### config.mk
export PLATFORM = sky130hd
export DESIGN_NAME = timer8_hw_limit_control
export DESIGN_NICKNAME = d
export VERILOG_FILES = /design/src/timer8_pkg.sv /design/src/timer8_sync.sv /design/src/timer8_hw_limit_control.sv
export SDC_FILE = /design/constraint.sdc
export NUM_CORES = 1
export LEC_CHECK = 0
export BUFFER_PORTS_ARGS = -buffer_cell sky130_fd_sc_hd__buf_2
export CORE_ASPECT_RATIO = 0.5
export CORE_MARGIN = 2
export CORE_UTILIZATION = 45
export CTS_BUF_LIST = sky130_fd_sc_hd__clkbuf_4 sky130_fd_sc_hd__clkbuf_8
export DETAILED_ROUTE_END_ITERATION = 10
export PLACE_DENSITY = 0.64
export RECOVER_POWER = 100
export SYNTH_ARGS = -nofsm -noshare
export SYNTH_HDL_FRONTEND = slang
export SYNTH_SLANG_ARGS = --single-unit
### constraint.sdc
create_clock -name clk_sys_i -period 6.1 [get_ports clk_sys_i]
set_clock_uncertainty 0.2 [all_clocks]
set_input_delay 1.22 -clock clk_sys_i [delete_from_list [all_inputs] [get_ports clk_sys_i]]
set_output_delay 1.22 -clock clk_sys_i [all_outputs]
set_load 0.02 [all_outputs]
### src/timer8_pkg.sv
package timer8_pkg;

  // ---------------------------------------------------------------
  // bus and register map
  // ---------------------------------------------------------------
  localparam int unsigned ADDR_W   = 14;
  localparam int unsigned DATA_W   = 8;

  // register indices; byte address is four times the index
  localparam logic [11:0] IDX_COUNTER      = 12'hfba;
  localparam logic [11:0] IDX_PERIOD       = 12'hfbb;
  localparam logic [11:0] IDX_CONTROL      = 12'hfbc;
  localparam logic [11:0] IDX_LIMIT        = 12'hfbd;
  localparam logic [11:0] IDX_CLOCK_SELECT = 12'hfbe;
  localparam logic [11:0] IDX_RESET_SELECT = 12'hfbf;

  localparam logic [1:0]  WORD_PAD         = 2'h0;

  localparam logic [ADDR_W-1:0] ADDR_COUNTER      = {IDX_COUNTER, WORD_PAD};
  localparam logic [ADDR_W-1:0] ADDR_PERIOD       = {IDX_PERIOD, WORD_PAD};
  localparam logic [ADDR_W-1:0] ADDR_CONTROL      = {IDX_CONTROL, WORD_PAD};
  localparam logic [ADDR_W-1:0] ADDR_LIMIT        = {IDX_LIMIT, WORD_PAD};
  localparam logic [ADDR_W-1:0] ADDR_CLOCK_SELECT = {IDX_CLOCK_SELECT, WORD_PAD};
  localparam logic [ADDR_W-1:0] ADDR_RESET_SELECT = {IDX_RESET_SELECT, WORD_PAD};

  // ---------------------------------------------------------------
  // reset values and field widths
  // ---------------------------------------------------------------
  localparam logic [7:0]  COUNTER_RST  = 8'h00;
  localparam logic [7:0]  PERIOD_RST   = 8'hff;
  localparam logic [7:0]  CONTROL_RST  = 8'h00;
  localparam logic [7:0]  LIMIT_RST    = 8'h00;
  localparam logic [4:0]  SELECT_RST   = 5'h00;
  localparam logic [7:0]  READ_ZERO    = 8'h00;
  localparam logic [2:0]  SELECT_PAD   = 3'h0;

  localparam int unsigned SEL_W        = 5;
  localparam int unsigned SRC_N        = 32;
  localparam int unsigned PRE_W        = 7;
  localparam int unsigned SYNC_STAGES  = 2;

  // ---------------------------------------------------------------
  // mode codes with their own behaviour
  // ---------------------------------------------------------------
  localparam logic [4:0]  MODE_LEVEL_LOW  = 5'h16;
  localparam logic [4:0]  MODE_LEVEL_HIGH = 5'h17;

  localparam logic [7:0]  COUNT_ONE    = 8'h01;
  localparam logic [7:0]  PRE_ONE      = 8'h01;
  localparam logic [3:0]  POST_ONE     = 4'h1;
  localparam logic [3:0]  POST_ZERO    = 4'h0;
  localparam logic [1:0]  EN_SYNC_ZERO = 2'h0;

  // ---------------------------------------------------------------
  // register layouts
  // ---------------------------------------------------------------
  typedef struct packed {
    logic       on;
    logic [2:0] clock_divide_select;
    logic [3:0] output_divide_select;
  } control_t;

  typedef struct packed {
    logic       divider_sync_enable;
    logic       clock_edge_select;
    logic       enable_sync_enable;
    logic [4:0] mode;
  } limit_t;

  typedef enum logic [2:0] {
    ST_OFF  = 3'h1,
    ST_RUN  = 3'h2,
    ST_HELD = 3'h4
  } run_state_t;

endpackage : timer8_pkg

### src/timer8_sync.sv
`timescale 1ns/100ps
`default_nettype none

module timer8_sync #(
  parameter int unsigned WIDTH = 32
) (
  input  wire logic             clk_sys_i,
  input  wire logic             rst_b_i,
  input  wire logic [WIDTH-1:0] async_i,
  output logic      [WIDTH-1:0] sync_o
);

  logic [WIDTH-1:0] meta_q;
  logic [WIDTH-1:0] meta_d;
  logic [WIDTH-1:0] sync_q;
  logic [WIDTH-1:0] sync_d;

  // ---------------------------------------------------------------
  // two-stage synchroniser per bit
  // ---------------------------------------------------------------
  genvar g;
  generate
    for (g = 0; g < WIDTH; g++) begin : g_bit
      always_comb begin
        meta_d[g] = async_i[g];
        sync_d[g] = meta_q[g];
      end
    end
  endgenerate

  always_ff @(posedge clk_sys_i) begin
    if (!rst_b_i) begin
      meta_q <= '0;
      sync_q <= '0;
    end else begin
      meta_q <= meta_d;
      sync_q <= sync_d;
    end
  end

  assign sync_o = sync_q;

endmodule : timer8_sync

`default_nettype wire

### src/timer8_hw_limit_control.sv
// Function
// - enable low resets prescaler, postscaler and state machines
// - prescaler divides by two to the code
// - postscaler divides match events by code+1
// - hardware clears enable in one-shot modes
// - divider sync bit registers prescaler output
// - synchronised prescaler stops during sleep
// - edge bit picks falling or rising edge
// - enable sync adds two input clocks
// - enable gates counting, stop holds count
// - match clears counter on next tick
// - five-bit mode field selects operation
// - five-bit field selects input clock
// - five-bit field selects reset source
// - counter restarts at zero after period
// - level one-shot holds reset, match clears enable
`timescale 1ns/100ps
`default_nettype none

module timer8_hw_limit_control (
  input  wire logic                                       clk_sys_i,
  input  wire logic                                       rst_b_i,
  input  wire logic [timer8_pkg::ADDR_W-1:0]              addr_i,
  input  wire logic [timer8_pkg::DATA_W-1:0]              wr_data_i,
  input  wire logic                                       wr_i,
  input  wire logic                                       rd_i,
  input  wire logic [timer8_pkg::SRC_N-1:0]               clk_src_i,
  input  wire logic [timer8_pkg::SRC_N-1:0]               rst_src_i,
  input  wire logic                                       sleep_i,
  output logic      [timer8_pkg::DATA_W-1:0]              rd_data_o,
  output logic                                            match_o,
  output logic                                            post_out_o,
  output logic                                            running_o
);

  import timer8_pkg::*;

  // ---------------------------------------------------------------
  // declarations
  // ---------------------------------------------------------------
  control_t         control_q;
  control_t         control_d;
  limit_t           limit_q;
  limit_t           limit_d;
  logic [SEL_W-1:0] clk_sel_q;
  logic [SEL_W-1:0] clk_sel_d;
  logic [SEL_W-1:0] rst_sel_q;
  logic [SEL_W-1:0] rst_sel_d;
  logic [7:0]       period_q;
  logic [7:0]       period_d;
  logic [7:0]       count_q;
  logic [7:0]       count_d;
  logic [PRE_W-1:0] pre_cnt_q;
  logic [PRE_W-1:0] pre_cnt_d;
  logic [3:0]       post_cnt_q;
  logic [3:0]       post_cnt_d;
  logic [1:0]       en_sync_q;
  logic [1:0]       en_sync_d;
  logic             clk_prev_q;
  logic             clk_prev_d;
  logic             pre_tick_q;
  logic             pre_tick_d;
  run_state_t       state_q;
  run_state_t       state_d;
  logic [7:0]       rd_data_q;
  logic [7:0]       rd_data_d;
  logic             match_q;
  logic             match_d;
  logic             post_out_q;
  logic             post_out_d;
  logic             running_q;
  logic             running_d;

  logic [SRC_N-1:0] clk_sync;
  logic [SRC_N-1:0] rst_sync;
  logic             clk_cur;
  logic             in_tick;
  logic             gate_en;
  logic             level_mode;
  logic             ext_active;
  logic [PRE_W-1:0] pre_limit;
  logic             pre_hit;
  logic             tmr_tick;
  logic             period_hit;
  logic             wr_control;

  // ---------------------------------------------------------------
  // input synchronisers
  // ---------------------------------------------------------------
  timer8_sync #(.WIDTH(SRC_N)) u_clk_sync (
    .clk_sys_i (clk_sys_i),
    .rst_b_i   (rst_b_i),
    .async_i   (clk_src_i),
    .sync_o    (clk_sync)
  );

  timer8_sync #(.WIDTH(SRC_N)) u_rst_sync (
    .clk_sys_i (clk_sys_i),
    .rst_b_i   (rst_b_i),
    .async_i   (rst_src_i),
    .sync_o    (rst_sync)
  );

  // ---------------------------------------------------------------
  // clock selection, edge and enable gating
  // ---------------------------------------------------------------
  always_comb begin
    clk_cur    = clk_sync[clk_sel_q];
    // chosen edge of the selected input clock
    in_tick    = limit_q.clock_edge_select ? (~clk_cur & clk_prev_q)
                                           : (clk_cur & ~clk_prev_q);
    gate_en    = limit_q.enable_sync_enable ? en_sync_q[1]
                                            : control_q.on;
    level_mode = (limit_q.mode == MODE_LEVEL_LOW) ||
                 (limit_q.mode == MODE_LEVEL_HIGH);
    ext_active = (limit_q.mode == MODE_LEVEL_LOW) ? ~rst_sync[rst_sel_q]
                                                  : rst_sync[rst_sel_q];
    pre_limit  = PRE_W'((PRE_ONE << control_q.clock_divide_select) - PRE_ONE);
    pre_hit    = in_tick && (pre_cnt_q == pre_limit) && (state_q == ST_RUN);
    // synchronised output is one cycle late and blocked in sleep
    tmr_tick   = limit_q.divider_sync_enable ? (pre_tick_q & ~sleep_i)
                                             : pre_hit;
    period_hit = tmr_tick && (state_q == ST_RUN) && (count_q == period_q);
    wr_control = wr_i && (addr_i == ADDR_CONTROL);
  end

  // ---------------------------------------------------------------
  // run state
  // ---------------------------------------------------------------
  always_comb begin
    clk_prev_d = clk_cur;
    en_sync_d  = en_sync_q;
    if (!control_q.on) begin
      en_sync_d = EN_SYNC_ZERO;
    end else if (in_tick) begin
      en_sync_d = {en_sync_q[0], control_q.on};
    end
    if (!gate_en) begin
      state_d = ST_OFF;
    end else if (level_mode && ext_active) begin
      state_d = ST_HELD;
    end else begin
      state_d = ST_RUN;
    end
    // registered copy of the run decode keeps the output on a flop
    running_d  = (state_d == ST_RUN);
  end

  // ---------------------------------------------------------------
  // prescaler, counter and postscaler
  // ---------------------------------------------------------------
  always_comb begin
    pre_cnt_d  = pre_cnt_q;
    pre_tick_d = pre_hit && ~sleep_i;
    post_cnt_d = post_cnt_q;
    count_d    = count_q;
    match_d    = 1'b0;
    post_out_d = 1'b0;
    case (state_q)
      ST_OFF: begin
        pre_cnt_d  = '0;
        pre_tick_d = 1'b0;
        post_cnt_d = POST_ZERO;
      end
      ST_HELD: begin
        pre_cnt_d  = '0;
        pre_tick_d = 1'b0;
        count_d    = COUNTER_RST;
      end
      ST_RUN: begin
        if (limit_q.divider_sync_enable && sleep_i) begin
          pre_cnt_d = pre_cnt_q;
        end else if (pre_hit) begin
          pre_cnt_d = '0;
        end else if (in_tick) begin
          pre_cnt_d = PRE_W'(pre_cnt_q + PRE_W'(1));
        end
        if (period_hit) begin
          count_d = COUNTER_RST;
          match_d = 1'b1;
          if (post_cnt_q == control_q.output_divide_select) begin
            post_cnt_d = POST_ZERO;
            post_out_d = 1'b1;
          end else begin
            post_cnt_d = 4'(post_cnt_q + POST_ONE);
          end
        end else if (tmr_tick) begin
          count_d = 8'(count_q + COUNT_ONE);
        end
      end
      default: begin
        pre_cnt_d = '0;
      end
    endcase
    if (wr_i && (addr_i == ADDR_COUNTER)) begin
      count_d = wr_data_i;
    end
  end

  // ---------------------------------------------------------------
  // register file
  // ---------------------------------------------------------------
  always_comb begin
    control_d = control_q;
    limit_d   = limit_q;
    period_d  = period_q;
    clk_sel_d = clk_sel_q;
    rst_sel_d = rst_sel_q;
    // hardware clear first so a software write in the same cycle wins
    if (level_mode && period_hit) begin
      control_d.on = 1'b0;
    end
    if (wr_control) begin
      control_d = control_t'(wr_data_i);
    end else if (wr_i && (addr_i == ADDR_LIMIT)) begin
      limit_d = limit_t'(wr_data_i);
    end else if (wr_i && (addr_i == ADDR_PERIOD)) begin
      period_d = wr_data_i;
    end else if (wr_i && (addr_i == ADDR_CLOCK_SELECT)) begin
      clk_sel_d = wr_data_i[SEL_W-1:0];
    end else if (wr_i && (addr_i == ADDR_RESET_SELECT)) begin
      rst_sel_d = wr_data_i[SEL_W-1:0];
    end
  end

  always_comb begin
    rd_data_d = READ_ZERO;
    if (!rd_i) begin
      rd_data_d = READ_ZERO;
    end else if (addr_i == ADDR_COUNTER) begin
      rd_data_d = count_q;
    end else if (addr_i == ADDR_PERIOD) begin
      rd_data_d = period_q;
    end else if (addr_i == ADDR_CONTROL) begin
      rd_data_d = control_q;
    end else if (addr_i == ADDR_LIMIT) begin
      rd_data_d = limit_q;
    end else if (addr_i == ADDR_CLOCK_SELECT) begin
      rd_data_d = {SELECT_PAD, clk_sel_q};
    end else if (addr_i == ADDR_RESET_SELECT) begin
      rd_data_d = {SELECT_PAD, rst_sel_q};
    end
  end

  // ---------------------------------------------------------------
  // state registers
  // ---------------------------------------------------------------
  always_ff @(posedge clk_sys_i) begin
    if (!rst_b_i) begin
      control_q  <= control_t'(CONTROL_RST);
      limit_q    <= limit_t'(LIMIT_RST);
      period_q   <= PERIOD_RST;
      clk_sel_q  <= SELECT_RST;
      rst_sel_q  <= SELECT_RST;
      count_q    <= COUNTER_RST;
      pre_cnt_q  <= '0;
      post_cnt_q <= POST_ZERO;
      en_sync_q  <= EN_SYNC_ZERO;
      clk_prev_q <= 1'b0;
      pre_tick_q <= 1'b0;
      state_q    <= ST_OFF;
      rd_data_q  <= READ_ZERO;
      match_q    <= 1'b0;
      post_out_q <= 1'b0;
      running_q  <= 1'b0;
    end else begin
      control_q  <= control_d;
      limit_q    <= limit_d;
      period_q   <= period_d;
      clk_sel_q  <= clk_sel_d;
      rst_sel_q  <= rst_sel_d;
      count_q    <= count_d;
      pre_cnt_q  <= pre_cnt_d;
      post_cnt_q <= post_cnt_d;
      en_sync_q  <= en_sync_d;
      clk_prev_q <= clk_prev_d;
      pre_tick_q <= pre_tick_d;
      state_q    <= state_d;
      rd_data_q  <= rd_data_d;
      match_q    <= match_d;
      post_out_q <= post_out_d;
      running_q  <= running_d;
    end
  end

  assign rd_data_o  = rd_data_q;
  assign match_o    = match_q;
  assign post_out_o = post_out_q;
  assign running_o  = running_q;

endmodule : timer8_hw_limit_control

`default_nettype wire

### Word level (Yosys, flattened, before mapping)

Index checks and enable logic that the tools add are counted.

| operators by class | value |
|---|---|
| magnitude comparators | 2 |
| eq/ne operators | 17 |
| mux-type cells | 29 |
| bitwise logic cells | 13 |
| reductions and logical operators | 31 |
| shifts and indexed selects | 1 |
| add/subtract/negate cells | 4 |

Operators with widths:

| cell | count |
|---|---|
| $eq A14 B14 Y1 const B | 6 |
| $mux W8 | 8 |
| $pmux W8 S2 | 1 |
| $logic_and A1 B1 Y1 | 14 |
| $mux W7 | 2 |
| $reduce_and A2 Y1 | 7 |
| $lt A5 B6 Y1 const B | 2 |
| $bmux W1 S5 | 2 |
| $eq A5 B5 Y1 const B | 2 |
| $mux W5 | 2 |
| $not A1 Y1 | 10 |
| $mux W1 | 9 |
| $add A8 B1 Y8 const B | 1 |
| $eq A8 B8 Y1 | 1 |
| $mux W4 | 2 |
| $pmux W4 S2 | 1 |
| $add A7 B1 Y7 const B | 1 |
| $eq A7 B7 Y1 | 1 |
| $shl A1 B3 Y7 const A | 1 |
| $sub A7 B1 Y7 const B | 1 |
| $eq A3 B2 Y1 const B | 2 |
| $mux W3 | 2 |
| $reduce_and A3 Y1 | 2 |
| $reduce_bool A2 Y1 | 3 |
| 12 further kinds | 14 |

| storage, ports and cells | value |
|---|---|
| flip-flop bits (word level) | 199 |
| input bits | 91 |

### Logic depth before layout (Yosys ltp)

Gate-level depths: netlist of the first run.

| logic depth | value |
|---|---|
| depth after elaboration | 13 |
| gate-level depth with buffers | 13 |

### By module

Synthesis of the first run repeated with hierarchy kept, for this count alone.

| second synthesis, totals | value |
|---|---|
| cells, all modules | 718 |
| area, all modules | 7732.4 sq um |

Modules (own cells, without submodules):

| module | seq. area each (sq um) | times used | area an instance (sq um) | cells each |
|---|---|---|---|---|
| timer8_hw_limit_control | 1401.3 | 1 | 4149.0 | 450 |
| timer8_sync | 1281.2 | 2 | 1791.7 | 134 |

### Worst setup path after synthesis of the first run

OpenSTA, ideal clock, no wires.

| timing | value |
|---|---|
| kind | input port to flip-flop |
| from | input port addr_i[8] (netlist bit) |
| to | register control_q[7] (netlist bit) |
| slack | 2748 ps |
| arrival | 3061 ps |
| setup time | 91 ps |
| stages on the path | 9 |
| cells stage by stage | and4b_1 -> nand3_1 -> or3_1 -> nor4_2 -> nand2_1 -> or2_0 -> clkbuf_1 -> mux2i_1 -> a311oi_1 |

| between the ends | value |
|---|---|
| word-level cells in the longest chain between the ends | 3 |

RTL lines:

| what | line | text |
|---|---|---|
| from (decl) | timer8_hw_limit_control.sv:23 | `input wire logic [timer8_pkg::ADDR_W-1:0] addr_i,` |
| $eq A14 B14 Y1 (*) | timer8_hw_limit_control.sv:124 | `wr_control = wr_i && (addr_i == ADDR_CONTROL);` |
| $logic_and A1 B1 Y1 (*) | timer8_hw_limit_control.sv:124 |  |
| $mux W8 or $reduce_bool A2 Y1 (tied branches) | - |  |
| to (signal assigned) | timer8_hw_limit_control.sv:250 | `control_q <= control_t'(CONTROL_RST);` |
| to (signal assigned) | timer8_hw_limit_control.sv:267 | `control_q <= control_d;` |
| to (decl) | timer8_hw_limit_control.sv:41 | `control_t control_q;` |

Every way passes the cells marked *; elsewhere a longest branch is shown, timed or not.
A chain may end at the register's enable or synchronous reset.

### Worst setup path after layout of the first run

| timing | value |
|---|---|
| from | register clk_sel_q[1] |
| to | register pre_cnt_q[4] |

| between the ends | value |
|---|---|
| word-level cells in the longest chain between the ends | 9 |

RTL lines:

| what | line | text |
|---|---|---|
| from (decl) | timer8_hw_limit_control.sv:45 | `logic [SEL_W-1:0] clk_sel_q;` |
| from (signal assigned) | timer8_hw_limit_control.sv:270 | `clk_sel_q <= clk_sel_d;` |
| $bmux W1 S5 (*) | timer8_hw_limit_control.sv:108 | `clk_cur = clk_sync[clk_sel_q];` |
| $mux W1 (not written as such) (*) | timer8_hw_limit_control.sv:108 |  |
| $not A1 Y1 | timer8_hw_limit_control.sv:110 | `in_tick = limit_q.clock_edge_select ? (~clk_cur & clk_prev_q)` |
| $and A1 B1 Y1 | timer8_hw_limit_control.sv:110 |  |
| $mux W1 (*) | timer8_hw_limit_control.sv:110 |  |
| $logic_and A1 B1 Y1 (2 in a row) | timer8_hw_limit_control.sv:119 | `pre_hit = in_tick && (pre_cnt_q == pre_limit) && (state_q == ST_RUN);` |
| $reduce_bool A2 Y1 (no source line) | - |  |
| $reduce_and A2 Y1 (no source line) | - |  |
| to (signal assigned) | timer8_hw_limit_control.sv:273 | `pre_cnt_q <= pre_cnt_d;` |
| to (decl) | timer8_hw_limit_control.sv:53 | `logic [PRE_W-1:0] pre_cnt_q;` |

Every way passes the cells marked *; elsewhere a longest branch is shown, timed or not. The select of a mux whose other input is x is not followed.

==> results of run 1 <==
## cell families after synthesis
kind of cell    synth area share [%]
buf+inv                         2.79
compound gates                  7.39
simple gates                    24.1
mux                             10.1
flops                           52.6
xor+xnor                        2.44
fa+ha+maj                      0.498
## cell type report
cell class / instances / share of cell area, %
inverter: 5 / 0.220
clock buffer: 17 / 2.74
clock inverter: 15 / 2.52
timing repair buffer: 104 / 5.89
tap: 227 / 3.32
sequential: 198 / 46.4
multi-input combinational: 498 / 38.9
## flip-flops by register name (all words and copies together), names as in the netlist, 7 cells and up
signal and cells:
u_rst_sync.meta_q 32, u_clk_sync.meta_q 32, pre_cnt_q 7, limit_q 8, u_clk_sync.sync_o 32, u_rst_sync.sync_o 32
control_q 8, period_q 8, rd_data_o 8, count_q 8
## synth_stat cells (2+ instances only)
cell type	count	area share, %
a211oi_1	2	0.20
a21oi_1	26	1.7
a222oi_1	8	1.1
a22oi_1	4	0.40
a2bb2oi_1	3	0.35
a31oi_1	4	0.33
a32oi_1	2	0.23
and2_1	135	11
and3_1	4	0.33
and3b_1	3	0.35
and4b_1	3	0.40
buf_2	5	0.33
buf_6	3	0.45
clkbuf_1	27	1.3
dfxtp_1	198	53
ha_1	3	0.50
inv_1	4	0.20
mux2_2	3	0.45
mux2i_1	49	6.5
mux4_2	10	3.0
nand2_1	66	3.3
nand2b_1	11	0.91
nand3_1	18	1.2
nand3b_1	4	0.40
nand4_1	5	0.42
nor2_1	55	2.7
nor2b_1	4	0.33
nor3_1	5	0.33
nor4_1	4	0.33
nor4_2	2	0.33
o211ai_1	4	0.40
o21a_1	2	0.20
o21ai_0	11	0.73
o22ai_1	2	0.17
or2_1	2	0.17
or2_2	2	0.17
xnor2_1	9	1.0
xor2_1	12	1.4
## critical path, delay by kind of cell, from the launching register on
kind | cells | cell delay (ns)
compound gates | 3 | 1.12
flops | 1 | 1.03
mux | 2 | 1.07
simple gates | 4 | 0.80
## per-layer routing
layer | vias up | routed length (um) | track usage (%) | share of wire, %
li1 | 2667 | - | - | -
met1 | 2450 | 7520 | 23.7 | 50
met2 | 150 | 6570 | 26.7 | 44
met3 | 29 | 667 | 3.61 | 4.4
met4 | 0 | 269 | 7.08 | 1.8
met5 | - | 0 | 0 | 0
## metrics by stage
step | worst slack [ns] | total power [mW] | hold WS (ns) | instances | util [%]
global route | 1.46 | 2.42 | 0.240 | 1064 | 52.1
floorplan | 2.75 | 1.42 | 0.212 | 739 | -
finish | 1.75 | 2.33 | 0.228 | 1064 | 52.1
CTS | 2.43 | 2.36 | 0.229 | 1064 | 52.5
global placement | 2.04 | 1.46 | 0.216 | 1032 | 49.8
detailed placement | 1.93 | 1.46 | 0.217 | 1032 | 49.8
## power by group
group	internal [mW]	switching (mW)	leakage, nW
clock	0.363	0.534	0.221
combinational	0.0467	0.0448	1.51
sequential	1.33	0.00818	1.62
total	1.74	0.587	3.36
## placed cells by master, fill, tap and decap left out, types with 14 or more instances in the layout
cell,n
nand2_1,66
clkbuf_8,17
and2_0,36
a21oi_1,26
dfxtp_1,198
and2_1,99
mux2i_1,50
nand3_1,19
clkbuf_1,14
buf_2,89
nor2_1,55
## worst max-delay path by stage
| stage | from | to | slack, ns | depth (start not counted) |
|---|---|---|---|---|
| after CTS | addr_i[8] | clk_sel_q[0]$_SDFFE_PN0P_ | 2.43 | 8 |
| after global routing | clk_sel_q[1]$_SDFFE_PN0P_ | count_q[0]$_SDFFE_PN0P_ | 1.46 | 9 |
| after detailed placement | addr_i[8] | clk_sel_q[0]$_SDFFE_PN0P_ | 1.93 | 8 |
| after floorplan | addr_i[8] | control_q[7]$_SDFFE_PN0P_ | 2.75 | 9 |
| after global placement | addr_i[8] | clk_sel_q[1]$_SDFFE_PN0P_ | 2.04 | 8 |
| final | clk_sel_q[1]$_SDFFE_PN0P_ | pre_cnt_q[4]$_SDFFE_PN0P_ | 1.75 | 9 |
==> results.txt, run 1 <==
The flow ran to the end, but the final reports show violations. The final reports fail on max-capacitance violations, max-slew violations. Fill cells in the final layout number 1545. The H-tree level count came out at 4. Setup repair after global routing left no endpoint under its margin. The commonest register cell after synthesis is dfxtp_1. The total setup buffers inserted after CTS is 0. The net count of the finished layout is 918. The type of element capturing the critical path is a flip-flop. Summing all non-filler instances in the final layout gives an area of 8540 sq um.

The source-to-sink clock delay at the later pin of the worst-skew pair is 0.47 ns. The fraction of layout cells with a size suffix above 1 came out at 17.0%. The die boundary height came out at 95.5 um. The cell that appears most often on the critical path is mux2i_1.

The startpoint identified for the worst hold timing path is u_rst_sync.meta_q[2]$_SDFF_PN0_. The achievable frequency is 230 MHz. After layout, the worst path uses 71.3% of the clock period. The detailed placement HPWL came out at 10500 um. In this run the worst path has a maximum fanout of 18. The max-cap check violation count is 1. In this run the worst hold path is classified as flip-flop to flip-flop. The number of global-route vias before repair came to 4870. The final-report max-slew violation count came out at 133.

For this run, design rule violations remaining after detail routing come to 0. The largest net degree at the start of global routing came out at 133. The post-synth design cell area is 7530 sq um. The area of the die came out at 17900 sq um. The number of cells upsized or downsized after cts came out at 0. The final hold violation count is 0. The worst endpoint data arrival time is 4.49 ns. No sink is reached through more buffers than the 2 on the longest clock path.

The hold-fix buffer count after cts came out at 0. The origin of the critical flop-to-flop path is clk_sel_q[1]$_SDFFE_PN0P_. The overflow left after global routing came out at 0. The number of failing setup endpoints in the final timing report is 0. Using the TritonRoute via totals, the vias-per-cell ratio works out to 4.98. The required time at the worst-slack endpoint came out at 6.25 ns. The final critical-path required period came out at 4.35 ns. The worst vdd rail ir drop came out at 0.000151 V.

The number of instances on the worst hold path is 1. In the final layout, the multi-input gates occupy 3320 sq um. Once the floorplan was initialized, standard cells occupied 46.0% of the core.

The number of synthesized register bits is 198. The number of antenna violations at the first check in global routing was 0. 102 I/O pins were placed. The total nets after synthesis came out at 833. The number of detailed-route iterations in the first pass is 7. The number of library cell types mapped by synthesis came out at 63. The number of sinks driven by the clock tree came out at 198.

Wires add up to 15000 um. The number of buffers added by the clock tree synthesis step came out at 17. The core area came out at 16400 sq um. Row generation in the floorplan step produced 33 rows. In this run the mean area of a mapped cell was 10.2 sq um.

Of the synthesized area, sequential elements account for 52.6%. The count of input and output buffers is 101. Summed over all cells, the static leakage comes to 3.36 nW. The tree is rooted in a clkbuf_8. The number of cell instances on the worst register-to-register path is 9. The routed layout has 5296 vias. The transition time of the tightest slew-check pin came out at 1.74 ns. The signal on the critical path passes through mux2i_1 > a22oi_1 > nand4b_1 > a21oi_1 > a311oi_1 > mux2i_1 > and3_1 > or2_0 > nor2_1. The tightest slew margin relative to the limit is -16.0%. The worst register-to-register path ends at pre_cnt_q[4]$_SDFFE_PN0P_.

The antenna diode count came out at 0. The DRC violation total after the first TritonRoute iteration is 315. Across every metal layer, demand over resource in global routing totals 17.3%. The number of flops mapped to enable cells by yosys came out at 0.

For this design, the slowest cell found on the critical path is dfxtp_1. The area growth from synthesis to layout is 13.4%. For this run, the number of Yosys warnings is 0. In the final layout, flip-flops and latches occupy 3960 sq um. The share of async-settable or async-resettable flops after synthesis came out at 0%. The critical path in this run is classified as flip-flop to flip-flop. The worst setup path is launched from a flip-flop. On the worst path, the slowest cell contributes a delay of 1.03 ns.

The width of the die came out at 187 um. At the end of routability-driven placement, the weighted congestion stood at 0.847. Dividing total power by cell area gives a power density of 273 nW/um^2. The number of instances in the synthesized netlist came out at 739. The minimum setup slack among reg-to-reg paths is 1.75 ns.

The global-route wire length before repair is 24200 um. The post-route setup TNS came out at 0 ns. Once detail routing completed, the nets flagged for antenna violations numbered 0.

The worst hold path terminates at u_rst_sync.sync_o[2]$_SDFF_PN0_. The placed instances occupy a cell area of 8160 sq um. The routed length per instance came out at 14.1 um.

TritonCTS built the clock tree. The clock transition at the registers of the reported paths is 0.11 ns.
(Power assumes the default switching activity.)
==> run 2, diff against run 1 <==
--- a/config.mk
+++ b/config.mk
@@ -11,7 +11,7 @@
 export CORE_UTILIZATION = 45
 export CTS_BUF_LIST = sky130_fd_sc_hd__clkbuf_4 sky130_fd_sc_hd__clkbuf_8
 export DETAILED_ROUTE_END_ITERATION = 10
-export PLACE_DENSITY = 0.64
+export PLACE_DENSITY = 0.66
 export RECOVER_POWER = 100
 export SYNTH_ARGS = -nofsm -noshare
 export SYNTH_HDL_FRONTEND = slang
==> constraint.sdc (replaced) <==
create_clock -name clk_sys_i -period 3.5 [get_ports clk_sys_i]
set_clock_uncertainty 0.2 [all_clocks]
set_input_delay 0.7 -clock clk_sys_i [delete_from_list [all_inputs] [get_ports clk_sys_i]]
set_output_delay 0.7 -clock clk_sys_i [all_outputs]
set_load 0.02 [all_outputs]
==> results.txt, run 2 (synthesis gave the netlist of run 1 again) <==
The run finished, with violations left. The checks that failed: max-capacitance violations, max-slew violations. In this run the core area contains 33 standard-cell rows.

The cell sitting at the root of the clock tree is a clkbuf_8. The number of buffers added by the clock tree synthesis step came out at 17. The clock reaches the later pin of the worst-skew pair after 0.47 ns.

TritonCTS built the clock tree. The fraction of layout cells with a size suffix above 1 came out at 17.7%. The DRC violation total after the first TritonRoute iteration came out at 382.

The type of the worst min-delay path is input port to flip-flop. In this run the count of I/O pins placed on the die edge is 102. The count of input and output buffers came out at 101.

The worst hold margin is 0.225 ns. The worst vdd rail ir drop is 0.000245 V. The tightest slew margin relative to the limit came out at -11.6%.

The via count of the routed design is 5350. The initial utilization of the core area, before any placement, comes to 46.0%. The weighted congestion reported at the end of routability-driven placement is 0.828. The die boundary height is 95.5 um. The largest net degree at the start of global routing is 62.

Timing would allow up to 320 MHz. The number of routed nets with antenna violations is 0. The detailed placement HPWL came out at 11000 um. The fraction of the cycle the final worst path needs is 89.3%.

The first global-routing pass estimated 24500 um of wire. The required time at the worst-slack endpoint is 3.65 ns. The cell area after layout is 8620 sq um. The final hold violation count is 0.

The worst setup path is of the flip-flop to flip-flop kind. In this run the standard cell core region covers 16400 sq um. Of all nets on the critical path, the largest fanout is 17. The via density per instance is 4.98. The commonest non-fill, non-tap cell in the layout is dfxtp_1.

The leakage power is 3.38 nW. The clock transition at the registers of the reported paths is 0.11 ns. Setup violations remaining at the end of the flow were counted as 0. The antenna diode count is 0. The total setup buffers inserted after CTS is 0. The number of global-route vias before repair is 4910. The hold-fix buffer count after cts came out at 0. The instance area at placement is 8250 sq um. The maximum buffer depth of the clock tree came out at 2. The worst endpoint data arrival time came out at 3.28 ns. The worst setup path is launched from a flip-flop. The H-tree level count is 4. The number of cells upsized or downsized after cts is 0. At the pin with the least slew margin, the transition time is 1.67 ns.

Relative to the synthesized area, the layout overhead comes to 14.4%. The launching instance or port of the critical path is clk_sel_q[1]$_SDFFE_PN0P_. The post-route setup TNS came out at 0 ns. The width of the die came out at 187 um.

The max-cap check violation count came out at 1. The wire length reported by the detailed router came out at 15200 um. The overall fraction of global-route tracks in use is 17.4%. The type of element capturing the critical path is a flip-flop. The total DRC errors in the routed layout came out at 0. The final-report max-slew violation count came out at 62. The number of sinks driven by the clock tree is 198. The total power divided by cell area is 463 nW/um^2. After detailed routing, the average wire length per cell comes to 14.2 um. The number of antenna violations at the first check in global routing is 0. The area of the die is 17900 sq um. The overflow left after global routing came out at 0. In this run the most critical hold path is launched from sleep_i. The origin of the critical flop-to-flop path is clk_sel_q[1]$_SDFFE_PN0P_. For this run, the post-layout net count is 928. The number of detailed-route iterations in the first pass is 6. The library cells used most frequently in the layout, excluding fill and tap cells, are dfxtp_1, buf_2, and2_1.

Setup repair after global routing left no endpoint under its margin. The final critical-path required period came out at 3.12 ns.
## run 2: changes by cell type in the layout (fill, tap and decap cells not counted), moves of 4 or more
| cell | change |
|---|---|
| and2_0 | +20 |
| clkbuf_1 | +4 |
| buf_4 | +6 |
| and2_1 | -20 |
## run 2: area by class of cell
class,count,area (sq um)
Clock buffer,17,234
Timing Repair Buffer,114,578
Tap cell,227,284
Clock inverter,15,193
Inverter,5,18.8
Fill cell,1531,7770
Sequential cell,198,3960
Multi-Input combinational cell,498,3350
## run 2: critical path: stages (launching register included)
cell and delay [ns]:
dfxtp_1 0.40, buf_12 0.18, mux2i_1 0.23, a22oi_1 0.09, nand4b_1 0.09, a21oi_1 0.07, a311oi_4 0.47, mux2i_1 0.59
and3_1 0.28, or2_0 0.32, nor2_1 0.09
## run 2: power by group
group / switching (mW) / internal (mW) / total [mW]
Clock: 0.935 / 0.562 / 1.50
Sequential: 0.0148 / 2.32 / 2.34
Combinational: 0.0784 / 0.0825 / 0.161
Total: 1.03 / 2.97 / 3.99
## run 2: metal layers
| metal | share of wire (%) | global-route usage (%) |
|---|---|---|
| met5 | 0 | 0 |
| met4 | 1.3 | 6.28 |
| met3 | 4.1 | 3.31 |
| met2 | 45 | 27.7 |
| met1 | 49 | 23.8 |
## run 2: final timing paths
path / endpoint / slack [ns] / cells after the start
max: pre_cnt_q[5]$_SDFFE_PN0P_ / 0.38 / 10
min: pre_tick_q$_SDFF_PP0_ / 0.23 / 2
min reg2reg: u_clk_sync.sync_o[6]$_SDFF_PN0_ / 0.24 / 1
max reg2reg: pre_cnt_q[5]$_SDFFE_PN0P_ / 0.38 / 10
## run 2: through the flow
stage                     cells  power, mW  utilization, %  worst slack [ns]
final                      1074       3.99            52.6             0.375
after global routing       1074       4.17            52.6             0.170
after CTS                  1074       4.04            52.9             0.563
after detailed placement   1042       2.55            50.3             0.433
after global placement     1042       2.55            50.3             0.515
after floorplan             739       2.47               -             0.668
==> run 3, diff against run 2 <==
--- a/config.mk
+++ b/config.mk
@@ -8,10 +8,10 @@
 export BUFFER_PORTS_ARGS = -buffer_cell sky130_fd_sc_hd__buf_2
 export CORE_ASPECT_RATIO = 0.5
 export CORE_MARGIN = 2
-export CORE_UTILIZATION = 45
+export CORE_UTILIZATION = 40
 export CTS_BUF_LIST = sky130_fd_sc_hd__clkbuf_4 sky130_fd_sc_hd__clkbuf_8
 export DETAILED_ROUTE_END_ITERATION = 10
-export PLACE_DENSITY = 0.66
+export PLACE_DENSITY = 0.6
 export RECOVER_POWER = 100
 export SYNTH_ARGS = -nofsm -noshare
 export SYNTH_HDL_FRONTEND = slang
==> results.txt, run 3 (synthesis gave the netlist of run 1 again) <==
Setup violations remaining at the end of the flow were counted as 0. The number of cells upsized or downsized after cts came out at 0. TritonCTS built the clock tree. The total power divided by cell area came out at 463 nW/um^2. At the worst endpoint, the required time is 3.65 ns. The final-report max-slew violation count was 0. The fraction of the cycle the final worst path needs came out at 87.9%. The maximum buffer depth of the clock tree is 2. The proportion of total power due to net switching came out at 24.5%. The starting density of the core came out at 40.9%. The fraction of power consumed by sequential logic is 58.1%. The count of input and output buffers is 101.

The antenna diode count came out at 0. The area growth from synthesis to layout is 15.0%. The hold-fix buffer count after cts came out at 0.

The net switching power is 0.984 mW. The clock transition at the registers of the reported paths is 0.12 ns. Traced cell by cell, the critical path runs through buf_12 > mux2i_1 > nand2_1 > nand4b_1 > a21oi_1 > a311oi_4 > clkbuf_1 > mux2i_1 > and3_1 > or2_1 > nor2_1.

The final critical-path required period came out at 3.07 ns. Once detailed placement completed, the half-perimeter wirelength came to 11200 um. The row count came out at 35. The start-to-end type of the worst setup path is flip-flop to flip-flop. The commonest non-fill, non-tap cell in the layout is dfxtp_1. In this run the worst setup path begins at clk_sel_q[1]$_SDFFE_PN0P_. The combinational share of power is 4.1%. STA classifies the critical path startpoint as a flip-flop.

The part of the power in the clock network came out at 37.8%. The post-route setup TNS is 0 ns. The overall fraction of global-route tracks in use came out at 16.4%. The worst endpoint data arrival time came out at 3.23 ns. The peak per-stage delay on the critical path is 0.44 ns. At the pin with the least slew margin, the transition time is 1.14 ns. The tightest slew margin relative to the limit came out at 24.0%. At the end of the flow, the number of nets in the layout was 928. Counting stages on the worst path, the most repeated cell is mux2i_1. Across the VDD grid, the largest voltage drop is 0.000255 V. In the routed layout, each cell is associated on average with a via count of 4.85. The final hold violation count is 0. The core area came out at 18400 sq um. The total DRC errors in the routed layout is 0. The type of element capturing the critical path is a flip-flop. The leakage power is 3.39 nW.

The number of global-route vias before repair came out at 5188. The share of the core filled with cells in the final layout came out at 47.0%. The largest fanout of any net on the critical path is 16. The number of antenna violations at the first check in global routing is 0. The number of instances on the worst hold path is 1. At the later pin of the worst-skew pair, clock insertion delay measures 0.46 ns. The first global-routing pass estimated 25500 um of wire. The number of sinks driven by the clock tree is 198.

The via count of the routed design came out at 5365. The H-tree was split into 4 levels. The critical hold path startpoint is u_rst_sync.meta_q[8]$_SDFF_PN0_. The tree is rooted in a clkbuf_8. The overflow left after global routing came out at 0. The number of routed nets with antenna violations came out at 0.

The achievable frequency came out at 325 MHz. After detailed routing, the total wire length is 15700 um. In the final routed layout, each cell accounts on average for 14.2 um. The number of cells on the worst reg-to-reg path is 11.

The path class of the tightest hold or removal check is flip-flop to flip-flop. The max-cap check violation count is 0. The weighted congestion reported at the end of routability-driven placement is 0.837.

In the layout the commonest cells are dfxtp_1, and2_1, buf_2. The area of the die came out at 20000 sq um. From bottom edge to top edge, the die measures 101 um. In this run the critical register-to-register path is launched from clk_sel_q[1]$_SDFFE_PN0P_. Setup repair after global routing left no endpoint under its margin. Clock tree synthesis inserted a total of 17 buffers. The total setup buffers inserted after CTS is 0. The width of the die is 198 um. After the first detailed-routing iteration, the DRC count stood at 277.

The number of ports placed on the die boundary is 102. Among all stages on the critical path, the largest delay is contributed by dfxtp_1. The flow ran to the end, and the final reports show no timing, DRC or antenna violations. The fraction of layout cells with a size suffix above 1 came out at 17.9%. Before antenna repair, the detailed router went through 6 iterations. Internal power comes to 3.03 mW. The largest net degree at the start of global routing is 90.
## run 3: worst paths after layout
check,end,slack (ns)
hold / removal,u_rst_sync.sync_o[8]$_SDFF_PN0_,0.23
setup reg to reg,pre_cnt_q[3]$_SDFFE_PN0P_,0.43
setup / recovery,pre_cnt_q[3]$_SDFFE_PN0P_,0.43
hold reg to reg,u_rst_sync.sync_o[8]$_SDFF_PN0_,0.23
## run 3: per-stage QoR
step | total power [mW] | hold WS (ns) | cells | area [sq um] | setup WS, ns
floorplan | 2.47 | 0.212 | 739 | 7530 | 0.668
detailed placement | 2.56 | 0.217 | 1074 | 8300 | 0.436
global route | 4.19 | 0.185 | 1106 | 8670 | 0.149
CTS | 4.07 | 0.201 | 1106 | 8730 | 0.512
finish | 4.02 | 0.228 | 1106 | 8670 | 0.425
global placement | 2.56 | 0.215 | 1074 | 8300 | 0.469
## run 3: power by group through the flow
stage               Combinational, mW  Sequential, mW  Clock (mW)
global placement                0.169            2.39           0
CTS                             0.172            2.34        1.56
finish                          0.164            2.33        1.52
floorplan                      0.0863            2.38           0
global route                    0.184            2.34        1.67
detailed placement              0.171            2.39           0
## run 3: area by class of cell
class,instances,area (sq um)
clock inverter,14,184
inverter,5,18.8
timing repair buffer,114,583
multi-input combinational,498,3350
tap,259,324
clock buffer,18,248
fill,1771,9770
sequential,198,3960
## run 3: worst max-delay path, delay by kind of cell (launching register included)
family | cells | cell delay (ns)
and+or+nand+nor | 5 | 0.78
muxes | 2 | 0.66
AOI/OAI and AO/OA | 2 | 0.49
DFF | 1 | 0.44
buffers and inverters | 2 | 0.39
## run 3: per-layer routing
layer | track usage [%] | wire (um) | share of wire (%)
met5 | 0 | 0 | 0
met3 | 3.75 | 566 | 3.6
met4 | 4.74 | 128 | 0.82
met1 | 22.4 | 7780 | 50
met2 | 25.9 | 7170 | 46
